<file path="src/ocd_consts.svh">
// Opcode values, guard window count and flag effect codes for the opcode decoder subset.
`ifndef OCD_CONSTS_SVH
`define OCD_CONSTS_SVH
`define OCD_OP_BRK 8'h00
`define OCD_OP_ATM 8'h2f
`define OCD_OP_PREFIX 8'h1f
`define OCD_OP_WORDX 8'he8
`define OCD_OP_BITOP 8'he2
`define OCD_OP_REV 8'hd5
`define OCD_OP_TJ_R 8'hf6
`define OCD_OP_TJ_IR 8'hf7
`define OCD_OP_JR 8'h8b
`define OCD_LO_JRCC 4'hb
`define OCD_LO_LDIM 4'hc
`define OCD_GUARD_COUNT 2'd3
`define OCD_FX_KEEP 3'd0
`define OCD_FX_RESULT 3'd1
`define OCD_FX_UNDEF 3'd2
`define OCD_FX_ZERO 3'd3
`define OCD_FX_ONE 3'd4
`endif

</file>
<file path="src/ocd_pkg.sv">
// Types shared by the opcode decoder files.
package ocd_pkg;
  typedef enum logic [2:0] {
    OCD_KEEP = 3'h0,
    OCD_RESULT = 3'h1,
    OCD_UNDEF = 3'h2,
    OCD_ZERO = 3'h3,
    OCD_ONE = 3'h4
  } ocd_fx_t;
  typedef enum logic [3:0] {
    OCD_C_NONE, OCD_C_AND, OCD_C_EXTENDED_CONJUNCTION, OCD_C_GUARD, OCD_C_BITOP, OCD_C_BREAK,
    OCD_C_REVERSE, OCD_C_TESTJ, OCD_C_RJUMP, OCD_C_MOVE, OCD_C_CODE, OCD_C_CODEI,
    OCD_C_DATA, OCD_C_DATAI, OCD_C_WORDX
  } ocd_class_t;
  typedef struct packed {
    ocd_fx_t c;
    ocd_fx_t z;
    ocd_fx_t s;
    ocd_fx_t v;
    ocd_fx_t d;
    ocd_fx_t h;
  } ocd_flags_t;
  typedef struct packed {
    logic valid;
    ocd_class_t cls;
    logic [7:0] opcode;
    logic [3:0] dst_mode;
    logic [3:0] src_mode;
    logic [2:0] fetch;
    logic [3:0] exec;
    ocd_flags_t flags;
    logic autoinc;
    logic cond_jump;
  } ocd_info_t;
  typedef enum logic [1:0] {
    OCD_IDLE = 2'b00,
    OCD_FETCH = 2'b01,
    OCD_EXEC = 2'b11
  } ocd_state_t;
endpackage : ocd_pkg

</file>
<file path="src/ocd_bitunit.sv">
// Bit operations: single bit write, order reverse, bit test, zero and sign.
module ocd_bitunit (
  // Operands
  input wire logic [7:0] val_i,
  input wire logic [2:0] bit_i,
  input wire logic pol_i,
  input wire logic rev_i,
  // Results
  output logic [7:0] res_o,
  output logic match_o,
  output logic zero_o,
  output logic sign_o
);
  logic [7:0] rev;
  genvar g;
  generate
    for (g = 0; g < 8; g++) begin : g_rev
      assign rev[g] = val_i[7 - g];
    end
  endgenerate
  always_comb begin
    res_o = val_i;
    if (rev_i) begin
      res_o = rev;
    end else begin
      res_o[bit_i] = pol_i;
    end
  end
  assign match_o = (val_i[bit_i] == pol_i);
  assign zero_o = (res_o == 8'h00);
  assign sign_o = res_o[7];
endmodule : ocd_bitunit

</file>
<file path="src/ocd_decoder.sv">
// Opcode decoder top: fetch and execute sequencing, guard window and outputs.
`include "ocd_consts.svh"
module ocd_decoder (
  // Clock and reset
  input wire logic CLK_I,
  input wire logic SYS_RST_I,
  // Fetch stream
  input wire logic OP_VALID_I,
  input wire logic [7:0] OP_BYTE_I,
  output logic OP_READY_O,
  // Operand and program counter
  input wire logic [7:0] OPERAND_I,
  input wire logic [2:0] BIT_SEL_I,
  input wire logic POLARITY_I,
  input wire logic COND_TRUE_I,
  input wire logic [15:0] PC_I,
  // Decoded instruction
  output ocd_pkg::ocd_info_t INFO_O,
  output logic BUSY_O,
  output logic DONE_O,
  output logic [15:0] PC_NEXT_O,
  // Results
  output logic [7:0] RESULT_O,
  output logic RES_ZERO_O,
  output logic RES_SIGN_O,
  output logic JUMP_TAKEN_O,
  output logic AUTOINC_O,
  output logic DEBUG_BREAK_O,
  output logic IRQ_BLOCK_O
);
  ocd_pkg::ocd_state_t state_r;
  ocd_pkg::ocd_info_t info;
  ocd_pkg::ocd_info_t info_r;
  logic prefix_r;
  logic [3:0] cnt_r;
  logic [1:0] guard_r;
  logic [7:0] res;
  logic match;
  logic zero;
  logic sign;
  logic accept;
  logic last_exec;

  // ****************************************************************
  // Submodules
  // ****************************************************************
  ocd_table u_table (
    .op_i(OP_BYTE_I),
    .prefixed_i(prefix_r),
    .info_o(info)
  );

  ocd_bitunit u_bit (
    .val_i(OPERAND_I),
    .bit_i(BIT_SEL_I),
    .pol_i(POLARITY_I),
    .rev_i(info_r.cls == ocd_pkg::OCD_C_REVERSE),
    .res_o(res),
    .match_o(match),
    .zero_o(zero),
    .sign_o(sign)
  );

  // ****************************************************************
  // Handshake
  // ****************************************************************
  assign OP_READY_O = (state_r == ocd_pkg::OCD_IDLE);
  assign accept = OP_VALID_I && OP_READY_O;
  assign last_exec = (state_r == ocd_pkg::OCD_EXEC) && (cnt_r == 4'd1);
  assign BUSY_O = !OP_READY_O;

  // ****************************************************************
  // Prefix and sequencer
  // ****************************************************************
  // A prefix byte is remembered so the next byte decodes from the second page.
  always_ff @(posedge CLK_I) begin
    if (SYS_RST_I) begin
      prefix_r <= 1'b0;
    end else if (accept) begin
      prefix_r <= !prefix_r && (OP_BYTE_I == `OCD_OP_PREFIX);
    end
  end

  // Sequencer: fetch cycles first, then execution cycles.
  always_ff @(posedge CLK_I) begin
    if (SYS_RST_I) begin
      state_r <= ocd_pkg::OCD_IDLE;
      cnt_r <= 4'd0;
      info_r <= '0;
    end else begin
      case (state_r)
        ocd_pkg::OCD_IDLE: begin
          if (accept && info.valid) begin
            info_r <= info;
            if (info.fetch > 3'd1) begin
              state_r <= ocd_pkg::OCD_FETCH;
              cnt_r <= {1'b0, info.fetch} - 4'd1;
            end else begin
              state_r <= ocd_pkg::OCD_EXEC;
              cnt_r <= info.exec;
            end
          end
        end
        ocd_pkg::OCD_FETCH: begin
          if (cnt_r == 4'd1) begin
            state_r <= ocd_pkg::OCD_EXEC;
            cnt_r <= info_r.exec;
          end else begin
            cnt_r <= cnt_r - 4'd1;
          end
        end
        ocd_pkg::OCD_EXEC: begin
          if (cnt_r == 4'd1) begin
            state_r <= ocd_pkg::OCD_IDLE;
            cnt_r <= 4'd0;
          end else begin
            cnt_r <= cnt_r - 4'd1;
          end
        end
        default: begin
          state_r <= ocd_pkg::OCD_IDLE;
          cnt_r <= 4'd0;
        end
      endcase
    end
  end

  // ****************************************************************
  // Program counter
  // ****************************************************************
  // program counter advance
  always_ff @(posedge CLK_I) begin
    if (SYS_RST_I) begin
      PC_NEXT_O <= 16'h0000;
    end else if (accept && info.valid) begin
      PC_NEXT_O <= PC_I + {13'h0000, info.fetch};
    end
  end

  // ****************************************************************
  // Guard window
  // ****************************************************************
  // guard countdown
  always_ff @(posedge CLK_I) begin
    if (SYS_RST_I) begin
      guard_r <= 2'd0;
    end else if (last_exec) begin
      if (info_r.cls == ocd_pkg::OCD_C_GUARD) begin
        guard_r <= `OCD_GUARD_COUNT;
      end else if (guard_r != 2'd0) begin
        guard_r <= guard_r - 2'd1;
      end
    end
  end
  assign IRQ_BLOCK_O = (guard_r != 2'd0) ||
                       (state_r != ocd_pkg::OCD_IDLE && info_r.cls == ocd_pkg::OCD_C_GUARD);

  // ****************************************************************
  // Outputs
  // ****************************************************************
  // Results are registered at the final execution cycle.
  always_ff @(posedge CLK_I) begin
    if (SYS_RST_I) begin
      DONE_O <= 1'b0;
      INFO_O <= '0;
      RESULT_O <= 8'h00;
      RES_ZERO_O <= 1'b0;
      RES_SIGN_O <= 1'b0;
      JUMP_TAKEN_O <= 1'b0;
      AUTOINC_O <= 1'b0;
      DEBUG_BREAK_O <= 1'b0;
    end else begin
      DONE_O <= last_exec;
      DEBUG_BREAK_O <= last_exec && info_r.cls == ocd_pkg::OCD_C_BREAK;
      AUTOINC_O <= last_exec && info_r.autoinc;
      if (last_exec) begin
        INFO_O <= info_r;
        RESULT_O <= res;
        RES_ZERO_O <= zero;
        RES_SIGN_O <= sign;
      end
      JUMP_TAKEN_O <= last_exec && (
        (info_r.cls == ocd_pkg::OCD_C_TESTJ && match) ||
        (info_r.cls == ocd_pkg::OCD_C_RJUMP && (!info_r.cond_jump || COND_TRUE_I)));
    end
  end
endmodule : ocd_decoder

</file>
<file path="src/ocd_table.sv">
// Combinational opcode table: class, cycles, addressing and flag effects.
`include "ocd_consts.svh"
module ocd_table (
  // Opcode
  input wire logic [7:0] op_i,
  input wire logic prefixed_i,
  // Decoded
  output ocd_pkg::ocd_info_t info_o
);
  function automatic ocd_pkg::ocd_flags_t fl(input ocd_pkg::ocd_fx_t c,
                                             input ocd_pkg::ocd_fx_t zs,
                                             input ocd_pkg::ocd_fx_t v);
    fl = '{c: c, z: zs, s: zs, v: v, d: ocd_pkg::OCD_KEEP, h: ocd_pkg::OCD_KEEP};
  endfunction : fl

  function automatic ocd_pkg::ocd_info_t mk(input ocd_pkg::ocd_class_t cls,
                                            input logic [2:0] f, input logic [3:0] e);
    mk = '0;
    mk.valid = 1'b1;
    mk.cls = cls;
    mk.fetch = f;
    mk.exec = e;
    mk.flags = fl(ocd_pkg::OCD_KEEP, ocd_pkg::OCD_KEEP, ocd_pkg::OCD_KEEP);
  endfunction : mk

  always_comb begin
    info_o = '0;
    if (prefixed_i && op_i == `OCD_OP_WORDX) begin
      info_o = mk(ocd_pkg::OCD_C_WORDX, 3'd5, 4'd4);
    end else if (!prefixed_i) begin
      case (op_i)
        `OCD_OP_BRK: info_o = mk(ocd_pkg::OCD_C_BREAK, 3'd1, 4'd1);
        `OCD_OP_ATM: info_o = mk(ocd_pkg::OCD_C_GUARD, 3'd1, 4'd2);
        8'h52, 8'h58, 8'h59, 8'h54, 8'h56: begin
          info_o = mk(ocd_pkg::OCD_C_AND, (op_i[3]) ? 3'd4 : ((op_i == 8'h52) ? 3'd2 : 3'd3),
                      4'd3);
        end
        8'h53, 8'h55, 8'h57: begin
          info_o = mk(ocd_pkg::OCD_C_AND, (op_i == 8'h53) ? 3'd2 : 3'd3, 4'd4);
        end
        `OCD_OP_BITOP: info_o = mk(ocd_pkg::OCD_C_BITOP, 3'd2, 4'd2);
        `OCD_OP_REV: info_o = mk(ocd_pkg::OCD_C_REVERSE, 3'd2, 4'd2);
        `OCD_OP_TJ_R: info_o = mk(ocd_pkg::OCD_C_TESTJ, 3'd3, 4'd3);
        `OCD_OP_TJ_IR: info_o = mk(ocd_pkg::OCD_C_TESTJ, 3'd3, 4'd4);
        8'hc7, 8'he5, 8'hf5, 8'he7, 8'hd7, 8'he4, 8'he6: begin
          info_o = mk(ocd_pkg::OCD_C_MOVE, 3'd3,
                      (op_i == 8'hd7 || op_i == 8'he5) ? 4'd4 :
                      ((op_i == 8'he4 || op_i == 8'he6) ? 4'd2 : 4'd3));
        end
        8'he3, 8'hf3: info_o = mk(ocd_pkg::OCD_C_MOVE, 3'd2, 4'd3);
        8'hc2, 8'hd2: info_o = mk(ocd_pkg::OCD_C_CODE, 3'd2, 4'd5);
        8'hc5: info_o = mk(ocd_pkg::OCD_C_CODE, 3'd2, 4'd9);
        8'hc3, 8'hd3: info_o = mk(ocd_pkg::OCD_C_CODEI, 3'd2, 4'd9);
        8'h82, 8'h92: info_o = mk(ocd_pkg::OCD_C_DATA, 3'd2, 4'd5);
        8'h83, 8'h93: info_o = mk(ocd_pkg::OCD_C_DATAI, 3'd2, 4'd9);
        default: begin
          if (op_i[3:0] == `OCD_LO_JRCC) begin
            info_o = mk(ocd_pkg::OCD_C_RJUMP, 3'd2, 4'd2);
            info_o.cond_jump = (op_i != `OCD_OP_JR);
          end else if (op_i[3:0] == `OCD_LO_LDIM) begin
            info_o = mk(ocd_pkg::OCD_C_MOVE, 3'd2, 4'd2);
          end
        end
      endcase
      case (info_o.cls)
        ocd_pkg::OCD_C_AND, ocd_pkg::OCD_C_BITOP:
          info_o.flags = fl(ocd_pkg::OCD_KEEP, ocd_pkg::OCD_RESULT, ocd_pkg::OCD_ZERO);
        ocd_pkg::OCD_C_REVERSE:
          info_o.flags = fl(ocd_pkg::OCD_UNDEF, ocd_pkg::OCD_RESULT, ocd_pkg::OCD_ZERO);
        default: info_o.flags = info_o.flags;
      endcase
      info_o.autoinc = (info_o.cls == ocd_pkg::OCD_C_CODEI) ||
                       (info_o.cls == ocd_pkg::OCD_C_DATAI);
      info_o.opcode = op_i;
      info_o.dst_mode = op_i[7:4];
      info_o.src_mode = op_i[3:0];
    end
  end
endmodule : ocd_table

</file>
<file path="config.mk">
export PLATFORM = sky130hd
export DESIGN_NAME = ocd_decoder
export DESIGN_NICKNAME = d
export VERILOG_FILES = /design/src/ocd_pkg.sv /design/src/ocd_bitunit.sv /design/src/ocd_decoder.sv /design/src/ocd_table.sv
export VERILOG_INCLUDE_DIRS = /design/src
export SDC_FILE = /design/constraint.sdc
export NUM_CORES = 1
export LEC_CHECK = 0
export BUFFER_PORTS_ARGS = -buffer_cell sky130_fd_sc_hd__clkbuf_2
export CAP_MARGIN = 10
export CORE_MARGIN = 2
export CORE_UTILIZATION = 46
export DETAILED_ROUTE_END_ITERATION = 10
export GPL_TIMING_DRIVEN = 0
export PLACE_DENSITY = 0.73
export SLEW_MARGIN = 10
export SYNTH_ARGS = -nofsm -noshare
export SYNTH_HDL_FRONTEND = slang
export SYNTH_HIERARCHICAL = 1
export SYNTH_SLANG_ARGS = --single-unit
</file>
<file path="constraint.sdc">
create_clock -name CLK_I -period 11.3 [get_ports CLK_I]
set_input_delay 2.26 -clock CLK_I [delete_from_list [all_inputs] [get_ports CLK_I]]
set_output_delay 2.26 -clock CLK_I [all_outputs]
set_load 0.01 [all_outputs]
</file>
==> results.md <==
* Syn Inst Count at 875
* Critical Path RT at 11.63 ns
* Gr usage total at 0.246
* Number of synthesized flops with an enable pin at 0
* Power Density at 154 nW/um^2
* Top routing layer used: met4
* Routed WL per cell at 14.9 microns
* I/O pins at 121
* RSZ-0062 raised after global routing: no
* Ys async rst share at 0
* Clock tree root buffer cell: clkbuf_16
* Critical-path cell list: clkbuf_2 -> nand2_1 -> nor3_1 -> a211o_1 -> nor2_1 -> a31oi_1 -> nor4b_2 -> ha_1 -> a211oi_1 -> or2_2 -> clkbuf_1 -> o21ai_0 -> a311oi_1
* Final Max Slew Viols at 0
* Net count, final at 1072
* Initial Util at 0.474
* Int Pwr at 917 uW
* Tmin final at 6.01 ns
* Bufs on Longest Clock Path at 2
* Crit end category: flop
* CTS sink cnt at 135
* Crit-path leading delay family: simple AND/OR/NAND/NOR gates
* Die area at 15400 sq um
* Top cell type's share of synthesized area at 0.408
* Fillers at 1351
* Layout cells sized above 1 at 0.188
* Total congestion overflow at 0
* Critical path's slowest cell: nor4b_2
* Period utilisation layout at 0.532
* Relative slew margins at 0.326
* Max stage delay on crit path at 0.85 ns
* Max-cap viol count at 0
* Post-cts sizing count at 0
* Syn_area_per_cell at 7.57 sq um
* Synth area leaders: dfxtp_1, nand2_1, a21oi_1
* Post-DP HPWL at 13200 microns
* Yosys warning total at 6
* Static Leak at 0.00312 uW
* Unique cell type count in the Yosys netlist at 74
* WL met1 at 8390 microns
* # rows at 43
* Worst path buffer plus inverter count at 2
* Cts bufs inserted at 17
* Final Hold Viols at 0
* Die Y-Extent at 124 microns
* Post-CTS Hold Fix Bufs at 0
* Die Wd at 124 microns
* First drt pass iteration count at 5
* P&R area growth vs syn at 22.0%
* Clk_skew at 0.00571 ns
* Synthesized cell area at 6630 sq um
* Clock transition at path regs at 0.06 ns
* Status: complete, no violations
* Met3 Wirelength at 1060 microns
* Final ANT Viol Nets at 0
* First-pass GRT wire length at 29200 microns
* Vias in the first global route at 5934
* Storage cell area at 2700 sq um
* Post-route cell area at 8090 sq um
* Setup TNS at 0 ns
* Worst Hold Class: reg2reg
* IO buf count at 118
* DP Area at 7500 sq um
* RePlAce Congestion at 0.936
* DR DRC count at 0
* Register share of total power at 0.408
* Combinational share of power at 0.147
* Vias per inst at 5.32
* Largest net degree at the start of global routing at 17
* Detailed router's first-iteration violation count at 353
* P_sw at 327 uW
* Met2 wire len at 8090 microns
* Fmax at 166 MHz
* # setup viols final at 0
* Vias post-DR at 6461
* Crit path kind: in2reg
* Yosys reg bits at 135
* Main flop type after synthesis: dfxtp_1
* Clock Latency Late Sink at 0.42 ns
* Slew @ Worst Pin at 1.01 ns
* CORE AREA at 14000 sq um
* Critical Path AT at 6.34 ns
* Synth area leader: dfxtp_1
* Initial antenna violation count at 0
* Clock group share of total power at 0.444
* Overall power at 1240 uW
* Multi-input gate area at 3470 sq um
* Seq/Total Area, Yosys at 0.408
* Critical path peak fanout at 9
* H-tree Lvls at 4
* Net Sw Frac at 0.263
* CTS tree: yes
* Largest vdd supply drop at 0.000120 V
* # Post-CTS Setup Buffers at 0
* Critical Path Start Type: input port
* Final WL at 18100 microns
* ANT cells at 0
-- synthesized netlist by cell type, types with 8 or more instances --
library cell and instances:
or3_1 10, a211oi_1 17, buf_4 27, dfxtp_1 135, clkbuf_1 51, nor4_1 8, xnor2_1 10, a21oi_1 124
inv_1 19, nand2b_1 11, nor2b_1 12, nor2_1 42, nor3_1 13, o21ai_0 21, nand2_1 239
-- metal layers --
layer / global-route usage / up-vias
li1: - / 3266
met1: 0.329 / 2942
met2: 0.383 / 217
met3: 0.0462 / 36
met4: 0.113 / 0
met5: 0 / -
-- cell families after synthesis --
family	count (synthesis)	synth area share
AO/OA/AOI/OAI	213	0.192
XOR/XNOR	14	0.0185
adder cells (fa/ha/maj)	8	0.0162
buffers and inverters	105	0.0759
flip-flops	135	0.408
multiplexers	10	0.0157
other	1	0.000566
AND/OR/NAND/NOR	389	0.274
-- placed cells by master (no fill, tap or decap), types with 5 or more instances in the layout --
master and count:
nand2_1 239, or3_1 10, nor2_1 42, o21ai_0 21, clkbuf_8 5, conb_1 13
nor4_1 8, clkbuf_2 118, nand3_1 7, buf_4 27, a311oi_1 7, clkbuf_16 17
clkbuf_1 52, a31oi_1 5, a211oi_1 17, inv_1 19, nor3_1 13, dfxtp_1 135
mux2i_1 7, buf_2 6, nor2b_1 12, nand3b_1 7, xnor2_1 10, nand2b_1 11
a21oi_1 124, ha_1 7
-- state kept, by name, indices dropped and copies added (netlist names) --
name / count
RES_SIGN_O: 1
INFO_O: 48
info_r: 48
JUMP_TAKEN_O: 1
DEBUG_BREAK_O: 1
RESULT_O: 8
DONE_O: 1
AUTOINC_O: 1
state_r: 2
prefix_r: 1
cnt_r: 4
PC_NEXT_O: 16
guard_r: 2
RES_ZERO_O: 1
-- power groups by stage --
stage	logic [uW]	clock network [uW]	registers [uW]
final	183	552	508
after global routing	205	579	509
after CTS	181	558	507
after detailed placement	180	0	517
after global placement	179	0	517
after floorplan	124	0	517
-- cell type report --
class / instances / share of cell area
multi-input combinational: 647 / 0.430
inverter: 19 / 0.00882
clock buffer: 23 / 0.0616
buffer: 86 / 0.0534
clock inverter: 7 / 0.0116
sequential: 135 / 0.334
timing repair buffer: 118 / 0.0730
tap: 180 / 0.0278
-- worst min-delay path: stages (launching register included) --
cell and delay, ns:
dfxtp_1 0.31, nand2_1 0.05, a21oi_1 0.05
-- final timing paths --
| kind | startpoint | end | slack, ns | depth (start not counted) |
|---|---|---|---|---|
| worst max register to register | prefix_r$_SDFFE_PP0N_ | PC_NEXT_O[11]$_SDFFE_PP0P_ | 7.82 | 9 |
| worst min register to register | info_r[9]$_SDFFE_PP0P_ | INFO_O[9]$_SDFFE_PP0P_ | 0.45 | 2 |
| worst max-delay path | OP_BYTE_I[1] | PC_NEXT_O[11]$_SDFFE_PP0P_ | 5.29 | 13 |
| worst min-delay path | info_r[9]$_SDFFE_PP0P_ | INFO_O[9]$_SDFFE_PP0P_ | 0.45 | 2 |
-- stage by stage --
step	setup slack [ns]	cells	utilization	hold WS, ns
after floorplan	5.94	887	-	0.432
after global placement	4.91	1185	0.535	0.439
after detailed placement	4.95	1185	0.536	0.444
after CTS	5.37	1215	0.578	0.453
after global routing	4.94	1215	0.578	0.471
final	5.29	1215	0.578	0.450
(Power assumes the default switching activity.)
